File: config.mk
export PLATFORM = sky130hd
export DESIGN_NAME = chap_top
export DESIGN_NICKNAME = d
export VERILOG_FILES = /design/src/verilog/chap_pkg.sv /design/src/verilog/chap_sync.sv /design/src/verilog/chap_top.sv
export SDC_FILE = /design/constraint.sdc
export NUM_CORES = 1
export LEC_CHECK = 0
export ABC_AREA = 1
export BUFFER_PORTS_ARGS = -buffer_cell sky130_fd_sc_hd__clkbuf_2
export CAP_MARGIN = 20
export CORE_MARGIN = 1
export CORE_UTILIZATION = 24
export DETAILED_ROUTE_END_ITERATION = 10
export GPL_TIMING_DRIVEN = 0
export HOLD_SLACK_MARGIN = 0.05
export PLACE_DENSITY = 0.47
export SYNTH_ARGS = -nofsm -noshare
export SYNTH_HDL_FRONTEND = slang
export SYNTH_HIERARCHICAL = 1
export SYNTH_SLANG_ARGS = --single-unit
File: constraint.sdc
create_clock -name core_clk_i -period 2.17 [get_ports core_clk_i]
set_clock_uncertainty 0.2 [all_clocks]
set_input_delay 0.217 -clock core_clk_i [delete_from_list [all_inputs] [get_ports core_clk_i]]
set_output_delay 0.217 -clock core_clk_i [all_outputs]
set_load 0.05 [all_outputs]
File: src/verilog/chap_pkg.sv
// Package of constants for the card host address and status pin block
package chap_pkg;
  // Interface modes
  typedef enum logic [1:0] {
    CHAP_MODE_MEMORY = 2'b00,
    CHAP_MODE_IO = 2'b01,
    CHAP_MODE_DISK = 2'b10
  } chap_mode_type;

  // Decode targets
  typedef enum logic [2:0] {
    CHAP_SEL_NONE = 3'b000,
    CHAP_SEL_IO_PORT = 3'b001,
    CHAP_SEL_MEM_PORT = 3'b010,
    CHAP_SEL_CIS = 3'b011,
    CHAP_SEL_CONFIG = 3'b100,
    CHAP_SEL_TASK_FILE = 3'b101
  } chap_sel_type;

  localparam int CHAP_ADDR_W = 11;
  localparam int CHAP_TASK_W = 3;
  // Attribute space split: CIS below this, config registers at and above
  localparam logic [10:0] CHAP_CONFIG_BASE = 11'h200;
  // Card config and status register: alert enable bit position
  localparam int CHAP_CSR_ALERT_EN_BIT = 6;
  localparam logic [7:0] CHAP_CSR_RESET = 8'h00;
endpackage : chap_pkg

File: src/verilog/chap_sync.sv
// Two flip-flop synchroniser for pin inputs
`timescale 1ns/10ps
`default_nettype none
module chap_sync #(
  parameter int WIDTH = 1
) (
  input wire logic core_clk_i,
  input wire logic rst_b_i,
  input wire logic [WIDTH-1:0] async_i,
  output logic [WIDTH-1:0] sync_o
);
  logic [WIDTH-1:0] meta_r;

  // Only the second stage reads the first
  always_ff @(posedge core_clk_i or negedge rst_b_i) begin
    if (!rst_b_i) begin
      meta_r <= '0;
      sync_o <= '0;
    end else begin
      meta_r <= async_i;
      sync_o <= meta_r;
    end
  end
endmodule // chap_sync
`default_nettype wire

File: src/verilog/chap_top.sv
// Address decode and status pins of the card host port
`timescale 1ns/10ps
`default_nettype none
module chap_top
  import chap_pkg::*;
(
  input wire logic core_clk_i,
  input wire logic rst_b_i,
  input wire logic [1:0] mode_i,
  input wire logic [10:0] addr_i,
  input wire logic attr_sel_n_i,
  input wire logic chip_enable_low_byte_n_i,
  input wire logic chip_enable_high_byte_n_i,
  input wire logic ready_i,
  input wire logic write_protect_i,
  input wire logic [7:0] card_csr_i,
  input wire logic pass_diag_drive_i,
  input wire logic status_pin_i,
  output logic [2:0] reg_sel_o,
  output logic [10:0] reg_addr_o,
  output logic word_odd_warn_o,
  output logic byte_lane_low_only_o,
  output logic status_pin_o,
  output logic status_pin_oe_o,
  output logic pass_diagnostic_n_o,
  output logic battery_volt_detect_two_o,
  output logic battery_volt_detect_two_oe_o
);
  // ----------------------------------------------------------------
  // Pin synchronisers
  // ----------------------------------------------------------------
  logic [16:0] pins_s;
  logic [10:0] addr_s;
  logic attr_n_s, ce_lo_n_s, ce_hi_n_s, ready_s, wp_s, diag_s;

  chap_sync #(.WIDTH(17)) u_sync (
    .core_clk_i(core_clk_i),
    .rst_b_i(rst_b_i),
    .async_i({addr_i, attr_sel_n_i, chip_enable_low_byte_n_i,
              chip_enable_high_byte_n_i, ready_i, write_protect_i,
              status_pin_i}),
    .sync_o(pins_s)
  );
  assign {addr_s, attr_n_s, ce_lo_n_s, ce_hi_n_s, ready_s, wp_s, diag_s} =
    pins_s;

  chap_mode_type mode;
  assign mode = chap_mode_type'(mode_i);

  // ----------------------------------------------------------------
  // Address decode
  // ----------------------------------------------------------------
  function automatic chap_sel_type chap_decode(input chap_mode_type m,
                                               input logic attr_n,
                                               input logic [10:0] a);
    chap_sel_type s;
    s = CHAP_SEL_NONE;
    case (m)
      CHAP_MODE_DISK: s = CHAP_SEL_TASK_FILE;
      CHAP_MODE_IO: begin
        if (!attr_n) begin
          s = (a >= CHAP_CONFIG_BASE) ? CHAP_SEL_CONFIG : CHAP_SEL_CIS;
        end else begin
          s = CHAP_SEL_IO_PORT;
        end
      end
      CHAP_MODE_MEMORY: begin
        if (!attr_n) begin
          s = (a >= CHAP_CONFIG_BASE) ? CHAP_SEL_CONFIG : CHAP_SEL_CIS;
        end else begin
          s = CHAP_SEL_MEM_PORT;
        end
      end
      default: s = CHAP_SEL_NONE;
    endcase
    return s;
  endfunction

  logic selected;
  assign selected = !ce_lo_n_s || !ce_hi_n_s;

  // Outputs registered one cycle after the synchronised pins
  always_ff @(posedge core_clk_i or negedge rst_b_i) begin
    if (!rst_b_i) begin
      reg_sel_o <= CHAP_SEL_NONE;
      reg_addr_o <= 11'h000;
    end else if (!selected) begin
      reg_sel_o <= CHAP_SEL_NONE;
      reg_addr_o <= 11'h000;
    end else if (mode == CHAP_MODE_DISK) begin
      // Upper lines ignored even if the host leaves them high
      reg_sel_o <= chap_decode(mode, attr_n_s, addr_s);
      reg_addr_o <= {8'h00, addr_s[CHAP_TASK_W-1:0]};
    end else begin
      reg_sel_o <= chap_decode(mode, attr_n_s, addr_s);
      reg_addr_o <= addr_s;
    end
  end

  // Flags the word access with odd address that cards mishandle
  always_ff @(posedge core_clk_i or negedge rst_b_i) begin
    if (!rst_b_i) begin
      word_odd_warn_o <= 1'b0;
    end else begin
      word_odd_warn_o <= (mode != CHAP_MODE_DISK) && !ce_lo_n_s &&
                         !ce_hi_n_s && addr_s[0];
    end
  end

  // Task file is byte wide on the low lane in disk mode
  always_ff @(posedge core_clk_i or negedge rst_b_i) begin
    if (!rst_b_i) begin
      byte_lane_low_only_o <= 1'b0;
    end else begin
      byte_lane_low_only_o <= (mode == CHAP_MODE_DISK) && selected;
    end
  end

  // ----------------------------------------------------------------
  // Status change alert
  // ----------------------------------------------------------------
  logic ready_r, wp_r, alert_r, alert_nxt;
  logic alert_en;
  logic [2:0] settle_r;
  assign alert_en = card_csr_i[CHAP_CSR_ALERT_EN_BIT];
  assign alert_nxt = settle_r[2] && (mode == CHAP_MODE_IO) && alert_en &&
                     ((ready_s != ready_r) || (wp_s != wp_r));

  // Synchronisers and history start at zero, not at the pin levels, so a
  // high ready pin would fake a change; compare only once all are loaded
  always_ff @(posedge core_clk_i or negedge rst_b_i) begin
    if (!rst_b_i) begin
      settle_r <= 3'h0;
    end else begin
      settle_r <= {settle_r[1:0], 1'b1};
    end
  end

  always_ff @(posedge core_clk_i or negedge rst_b_i) begin
    if (!rst_b_i) begin
      ready_r <= 1'b0;
      wp_r <= 1'b0;
      alert_r <= 1'b0;
    end else begin
      ready_r <= ready_s;
      wp_r <= wp_s;
      alert_r <= alert_nxt;
    end
  end

  logic diag_r;
  always_ff @(posedge core_clk_i or negedge rst_b_i) begin
    if (!rst_b_i) begin
      diag_r <= 1'b0;
    end else begin
      diag_r <= pass_diag_drive_i;
    end
  end

  // Shared pin: battery detect, alert, or pass diagnostic by mode
  always_comb begin
    status_pin_o = 1'b1;
    status_pin_oe_o = 1'b1;
    case (mode)
      CHAP_MODE_MEMORY: status_pin_o = 1'b1;
      CHAP_MODE_IO: status_pin_o = !alert_r;
      CHAP_MODE_DISK: begin
        // Open-drain style so the partner drive can also pull low
        status_pin_o = 1'b0;
        status_pin_oe_o = diag_r;
      end
      default: status_pin_o = 1'b1;
    endcase
  end

  assign pass_diagnostic_n_o = (mode == CHAP_MODE_DISK) ? diag_s : 1'b1;

  // Battery status not implemented, so held high
  assign battery_volt_detect_two_o = 1'b1;
  assign battery_volt_detect_two_oe_o = (mode == CHAP_MODE_MEMORY);

  // ----------------------------------------------------------------
  // Assertions
  // ----------------------------------------------------------------
  a_bvd_one_high: assert property (@(posedge core_clk_i) disable iff (!rst_b_i)
    mode == CHAP_MODE_MEMORY |-> status_pin_o && status_pin_oe_o)
    else $error("first battery detect not high");
  a_bvd_two_high: assert property (@(posedge core_clk_i) disable iff (!rst_b_i)
    battery_volt_detect_two_o)
    else $error("second battery detect not high");
  a_task_upper_zero: assert property (@(posedge core_clk_i)
    disable iff (!rst_b_i)
    (mode == CHAP_MODE_DISK && selected) ##1 $stable(mode)
      |-> reg_addr_o[10:3] == 8'h00 && reg_sel_o == CHAP_SEL_TASK_FILE)
    else $error("task file decode used upper bits");
  a_card_addr_pass: assert property (@(posedge core_clk_i)
    disable iff (!rst_b_i)
    (mode != CHAP_MODE_DISK && selected) ##1 $stable(mode)
      |-> reg_addr_o == $past(addr_s))
    else $error("card mode address not decoded");
  a_attr_decode: assert property (@(posedge core_clk_i) disable iff (!rst_b_i)
    (mode == CHAP_MODE_IO && selected && !attr_n_s) ##1 $stable(mode)
      |-> reg_sel_o inside {CHAP_SEL_CIS, CHAP_SEL_CONFIG})
    else $error("attribute select not honoured");
  a_alert_on_change: assert property (@(posedge core_clk_i)
    disable iff (!rst_b_i)
    (settle_r[2] && mode == CHAP_MODE_IO && alert_en && $changed(ready_s))
      ##1 (mode == CHAP_MODE_IO) |-> !status_pin_o)
    else $error("alert missed ready change");
  a_alert_masked: assert property (@(posedge core_clk_i) disable iff (!rst_b_i)
    (!alert_en ##1 mode == CHAP_MODE_IO) |-> status_pin_o)
    else $error("alert driven while disabled");
  a_diag_release: assert property (@(posedge core_clk_i)
    disable iff (!rst_b_i)
    (mode == CHAP_MODE_DISK && !pass_diag_drive_i) ##1
      (mode == CHAP_MODE_DISK) |-> !status_pin_oe_o)
    else $error("pass diagnostic driven while released");
  a_word_odd_flag: assert property (@(posedge core_clk_i)
    disable iff (!rst_b_i)
    (mode != CHAP_MODE_DISK && !ce_lo_n_s && !ce_hi_n_s && addr_s[0])
      ##1 (mode != CHAP_MODE_DISK) |-> word_odd_warn_o)
    else $error("odd word access not flagged");
  a_low_lane_disk: assert property (@(posedge core_clk_i)
    disable iff (!rst_b_i)
    (mode == CHAP_MODE_DISK && selected) |=> byte_lane_low_only_o)
    else $error("disk register access not low lane");
endmodule // chap_top
`default_nettype wire

Word-level counts from Yosys, hierarchy flattened
Cells that the tools add are included.

$lt $le $gt $ge: 1. Eq/ne operators: 5. Multiplexer cells: 11. Reductions and logical operators: 13.

Operators with widths (number): $mux 11 (2); $mux 3 (5); $ge 11x10->1 const B (1); $logic_and 1x1->1 (7); $pmux 3 s2 (1); $logic_not 1->1 (3); $eq 2x1->1 const B (1); $eq 2x2->1 const B (1); $logic_not 2->1 (1); $logic_or 1x1->1 (2); $mux 1 (2); $ne 1x1->1 (2); $ne 2x2->1 const B (1); $pmux 1 s2 (1).

Register bits: 57. Bits of input ports: 30.

Logic depth before layout (Yosys ltp)
Word-level depth: 6. Gate-level depth with buffers: 5.

Cells and area by module
The synthesis kept the hierarchy.

By module, submodules not included: chap_sync (times used 1, cells each 34, area an instance 850.8 um^2, seq. area each 850.8 um^2); chap_top (times used 1, cells each 84, area an instance 844.6 um^2, seq. area each 575.6 um^2).

Worst setup path after synthesis
Ideal clock, no wire load.

Path type: input-to-output. Start point: input mode_i[1]. End point: output status_pin_o. Arrival: 1249 ps. Slack: 504 ps. Stages: 4. Cells stage by stage: inv_2 nor2_4 buf_4 a21oi_1.

Longest elaborated chain between the ends: 2. Elaborated cells on any way between the ends: 3. Classes of those cells: 2 x eq/ne; 1 x mux.

Ends and longest elaborated chain: start, declared (line chap_top.sv:9) `input wire logic [1:0] mode_i,`; $eq 2x2->1 / $eq 2x1->1 (equally long branches) (line chap_top.sv:164) `case (mode)`; $pmux 1 s2 (*) (line chap_top.sv:164); end, declared (line chap_top.sv:23) `output logic status_pin_o,`.

Every way passes the cells marked *; elsewhere a longest branch is shown, timed or not.

Worst setup path in the final report
Ends and elaborated chain as after synthesis.

==> flow_results.xml <==
<?xml version="1.0" encoding="UTF-8"?>
<metrics>
  <group name="final_layout">
    <metric name="finish.net_count" unit="">225</metric>
    <metric name="post_route_cells_drive_above_1_share" unit="%">31.0</metric>
    <metric name="syn2layout_area_growth" unit="%">43.2</metric>
    <metric name="antennaDiodeCount" unit="">0</metric>
    <metric name="final_cell_area" unit="um2">2430</metric>
  </group>
  <group name="routing">
    <metric name="detail_route.wirelength" unit="um">2780</metric>
    <metric name="post_drt_wl_per_cell" unit="um">9.38</metric>
    <metric name="detail_route.iter0.violations" unit="">13</metric>
    <metric name="detail-route-antenna-nets" unit="">0</metric>
    <metric name="via_count" unit="">1014</metric>
    <metric name="viasPerCell" unit="">3.43</metric>
    <metric name="detail_route.drc_violations" unit="">0</metric>
    <metric name="dr.pass1.iters" unit="">2</metric>
  </group>
  <group name="floorplan">
    <metric name="io_pins" unit="">51</metric>
    <metric name="floorplan.die.height" unit="um">86.1</metric>
    <metric name="starting_density_of_the_core" unit="%">25.0</metric>
    <metric name="core_area" unit="um2">6790</metric>
    <metric name="core.rowCount" unit="">30</metric>
    <metric name="die_x_extent" unit="um">86.1</metric>
    <metric name="floorplan.die_area" unit="um2">7400</metric>
  </group>
  <group name="timing">
    <metric name="report.final.hold_viol_count" unit="">0</metric>
    <metric name="rsz_0062_raised_after_global_routing" unit="">no</metric>
    <metric name="setup-tns-final" unit="ns">0</metric>
    <metric name="maxSlewViolCount" unit="">0</metric>
    <metric name="fmax" unit="MHz">480</metric>
    <metric name="setup_viol" unit="">0</metric>
    <metric name="layout_min_cycle_time" unit="ns">2.08</metric>
    <metric name="worst_pin_slew" unit="ns">0.521</metric>
    <metric name="post_route_clock_period_utilization" unit="%">96.0</metric>
    <metric name="slew_headroom" unit="%">65.3</metric>
  </group>
  <group name="clocking">
    <metric name="clock_tree.buffer_depth" unit="">2</metric>
    <metric name="tritoncts_num_sinks" unit="">57</metric>
    <metric name="worstSkewPairLatency" unit="ns">0.32</metric>
    <metric name="worst_setup_hold_path_clk_slew" unit="ns">0.06</metric>
    <metric name="h-tree-depth" unit="">3</metric>
    <metric name="setup_fix_bufs_post_cts" unit="">0</metric>
    <metric name="clockRootBuffer" unit="">clkbuf_8</metric>
    <metric name="cts_made_buffers" unit="">9</metric>
    <metric name="cts_tree" unit="">done</metric>
  </group>
  <group name="outcome">
    <metric name="outcome" unit="">finished clean</metric>
  </group>
  <group name="grt">
    <metric name="grt_pass1_wl" unit="um">4750</metric>
    <metric name="grt_pass1_vias" unit="">1045</metric>
    <metric name="number_of_antenna_violations_at_the_first_check_in_global_routing" unit="">0</metric>
    <metric name="track_usage" unit="%">9.08</metric>
    <metric name="grt-ovfl-total" unit="">0</metric>
    <metric name="grt_start_max_net_pins" unit="">38</metric>
  </group>
  <group name="placed_design">
    <metric name="routabilityCongestion" unit="">0.702</metric>
    <metric name="detailed_place_hpwl" unit="um">1790</metric>
    <metric name="place_area" unit="um2">2050</metric>
    <metric name="port-buffer-count" unit="">42</metric>
  </group>
  <group name="setup_path">
    <metric name="crit_type" unit="">in2out</metric>
    <metric name="worst_setup_path_end_kind" unit="">output pin</metric>
    <metric name="worst-endpoint-required" unit="ns">1.75</metric>
    <metric name="r2r_endpoint" unit="">alert_r</metric>
    <metric name="cpPeakStageDelay" unit="ns">0.55</metric>
    <metric name="ff2ff_setup_slack" unit="ns">0.84</metric>
    <metric name="rr_worst_depth" unit="">3</metric>
    <metric name="timing.critical_path.slowest_stage_cell" unit="">dlygate4sd3_1</metric>
    <metric name="critical-path-top-delay-family" unit="">buffers and inverters</metric>
    <metric name="reg2reg_from" unit="">settle_r[2]</metric>
    <metric name="crit_path_cell_trace" unit="">dlygate4sd3_1 &gt; clkbuf_2 &gt; inv_2 &gt; nor2_4 &gt; buf_4 &gt; a21oi_1 &gt; clkbuf_4</metric>
    <metric name="critPathLaunchType" unit="">input pin</metric>
    <metric name="cp_max_fo" unit="">10</metric>
    <metric name="cp_data_arrival_time" unit="ns">1.67</metric>
    <metric name="cp_num_buf_inv" unit="">5</metric>
  </group>
  <group name="logic_synthesis">
    <metric name="syn-instance-count" unit="">118</metric>
    <metric name="asyncSetResetFlopFracSynth" unit="%">100</metric>
    <metric name="netlist_area" unit="um2">1700</metric>
    <metric name="portion_of_synthesized_cell_area_occupied_by_the_leading_cell_type" unit="%">84.1</metric>
    <metric name="netlist-cell-type-count" unit="">14</metric>
    <metric name="synth_warnings" unit="">6</metric>
    <metric name="dominantRegCellSynth" unit="">dfrtp_1</metric>
    <metric name="post-synth-top-area-cell" unit="">dfrtp_1</metric>
    <metric name="register_bit_count_reported_by_yosys" unit="">57</metric>
    <metric name="most_numerous_cell_types_in_the_synthesized_netlist" unit="">dfrtp_1 (57), nand2_1 (17), nor2_1 (17), inv_1 (9)</metric>
    <metric name="seq_area_frac_synth" unit="%">84.1</metric>
    <metric name="post-synth-top-count-cell" unit="">dfrtp_1</metric>
    <metric name="synth_enable_flop_cells" unit="">0</metric>
    <metric name="synth.avg_cell_area" unit="um2">14.4</metric>
    <metric name="main_area_contributors_after_synthesis" unit="">dfrtp_1 (84%), nand2_1 (3.8%), nor2_1 (3.8%)</metric>
  </group>
  <group name="job">
    <metric name="maxCapViolations" unit="">0</metric>
  </group>
  <group name="hold_path">
    <metric name="hold-path-cell-count" unit="">4</metric>
    <metric name="worst_hold_path_endpoint" unit="">byte_lane_low_only_o</metric>
    <metric name="hold_class" unit="">in2reg</metric>
    <metric name="min_from" unit="">mode_i[0]</metric>
  </group>
  <group name="power_and_ir_drop">
    <metric name="leakage_power_summed_over_all_cells" unit="nW">1.22</metric>
    <metric name="max-vdd-ir-drop" unit="mV">0.398</metric>
    <metric name="cellPowerDensity" unit="nW/um2">885</metric>
  </group>
</metrics>
## stage by stage
stage	utilization [%]	std cells	worst slack, ns	total power (W)	hold slack (ns)
global placement	29.9	257	0.523	0.00136	0.125
global route	35.7	296	0.00345	0.00226	0.110
detailed placement	30.2	258	0.607	0.00136	0.0210
finish	35.7	296	0.0857	0.00215	0.0909
CTS	35.7	296	0.0543	0.00219	0.0646
floorplan	-	119	0.504	0.00128	-0.279
## layout by cell type, fill, tap and decap left out, drive strengths merged
cell type and instances:
dfrtp 57, clkbuf 55, dlygate4sd3 22, nor2 19, nand2 17, inv 11, buf 4, o21ai 3
a21oi 2, nand3 2, or2 2, conb 2, clkinv 2, xnor2 1, clkinvlp 1
## worst reg2reg max path: cells and delay by family, from the launching register on
kind | cells | cell delay [ns]
flops | 1 | 0.36
buf+inv | 1 | 0.55
simple gates | 1 | 0.07
compound gates | 1 | 0.04
## final cells by class
type / count / area, um2
inverters: 11 / 41.3
plain buffers: 3 / 22.5
well taps: 96 / 120
repair buffers: 65 / 453
clock buffers: 13 / 139
multi-input cells: 48 / 209
clock inverters: 3 / 17.5
fillers: 686 / 4370
flip-flops and latches: 57 / 1430
## layer usage
| metal | GRT usage (%) | wire length [um] | vias to the layer above |
|---|---|---|---|
| li1 | - | - | 503 |
| met1 | 11.1 | 1300 | 461 |
| met2 | 12.6 | 1190 | 39 |
| met3 | 3.66 | 195 | 11 |
| met4 | 7.27 | 92 | 0 |
| met5 | 0 | 0 | - |
## cell families (layout without fill, tap and decap cells)
| logic type | Yosys count | after routing | synth area share [%] |
|---|---|---|---|
| compound gates | 5 | 5 | 1.48 |
| xor+xnor | 1 | 1 | 0.517 |
| buf+inv | 14 | 95 | 3.76 |
| flops | 57 | 57 | 84.1 |
| other cells | 1 | 2 | 0.221 |
| simple gates | 40 | 40 | 9.89 |
## flip-flops by register name, summed over array words and instances (netlist names)
signal and flops:
reg_sel_o 3, reg_addr_o 11, diag_r 1, alert_r 1, word_odd_warn_o 1, u_sync/sync_o 17
ready_r 1, u_sync/meta_r 17, settle_r 3, wp_r 1, byte_lane_low_only_o 1
## power breakdown
group	leakage, nW	total (W)	internal (W)	switching, W
sequential	0.684	0.00114	0.00112	0.0000167
clock	0.0774	0.000782	0.000411	0.000371
combinational	0.463	0.000231	0.0000755	0.000155
## what timing repair did
action,CTS,global route
setup endpoints to repair,0,1
gates resized for setup,0,2
hold buffers,22,0
endpoints found under the hold margin,40,0
## worst max-delay path by stage
| stage | start | end | slack, ns | cells after the start |
|---|---|---|---|---|
| finish | mode_i[1] | status_pin_o | 0.09 | 7 |
| global route | mode_i[1] | status_pin_o | 0.003 | 7 |
| CTS | mode_i[1] | status_pin_o | 0.05 | 7 |
| detailed placement | mode_i[1] | status_pin_o | 0.61 | 6 |
| global placement | rst_b_i | byte_lane_low_only_o | 0.52 | 1 |
| floorplan | mode_i[1] | status_pin_o | 0.50 | 4 |
Power figures use the tool's default switching activity.
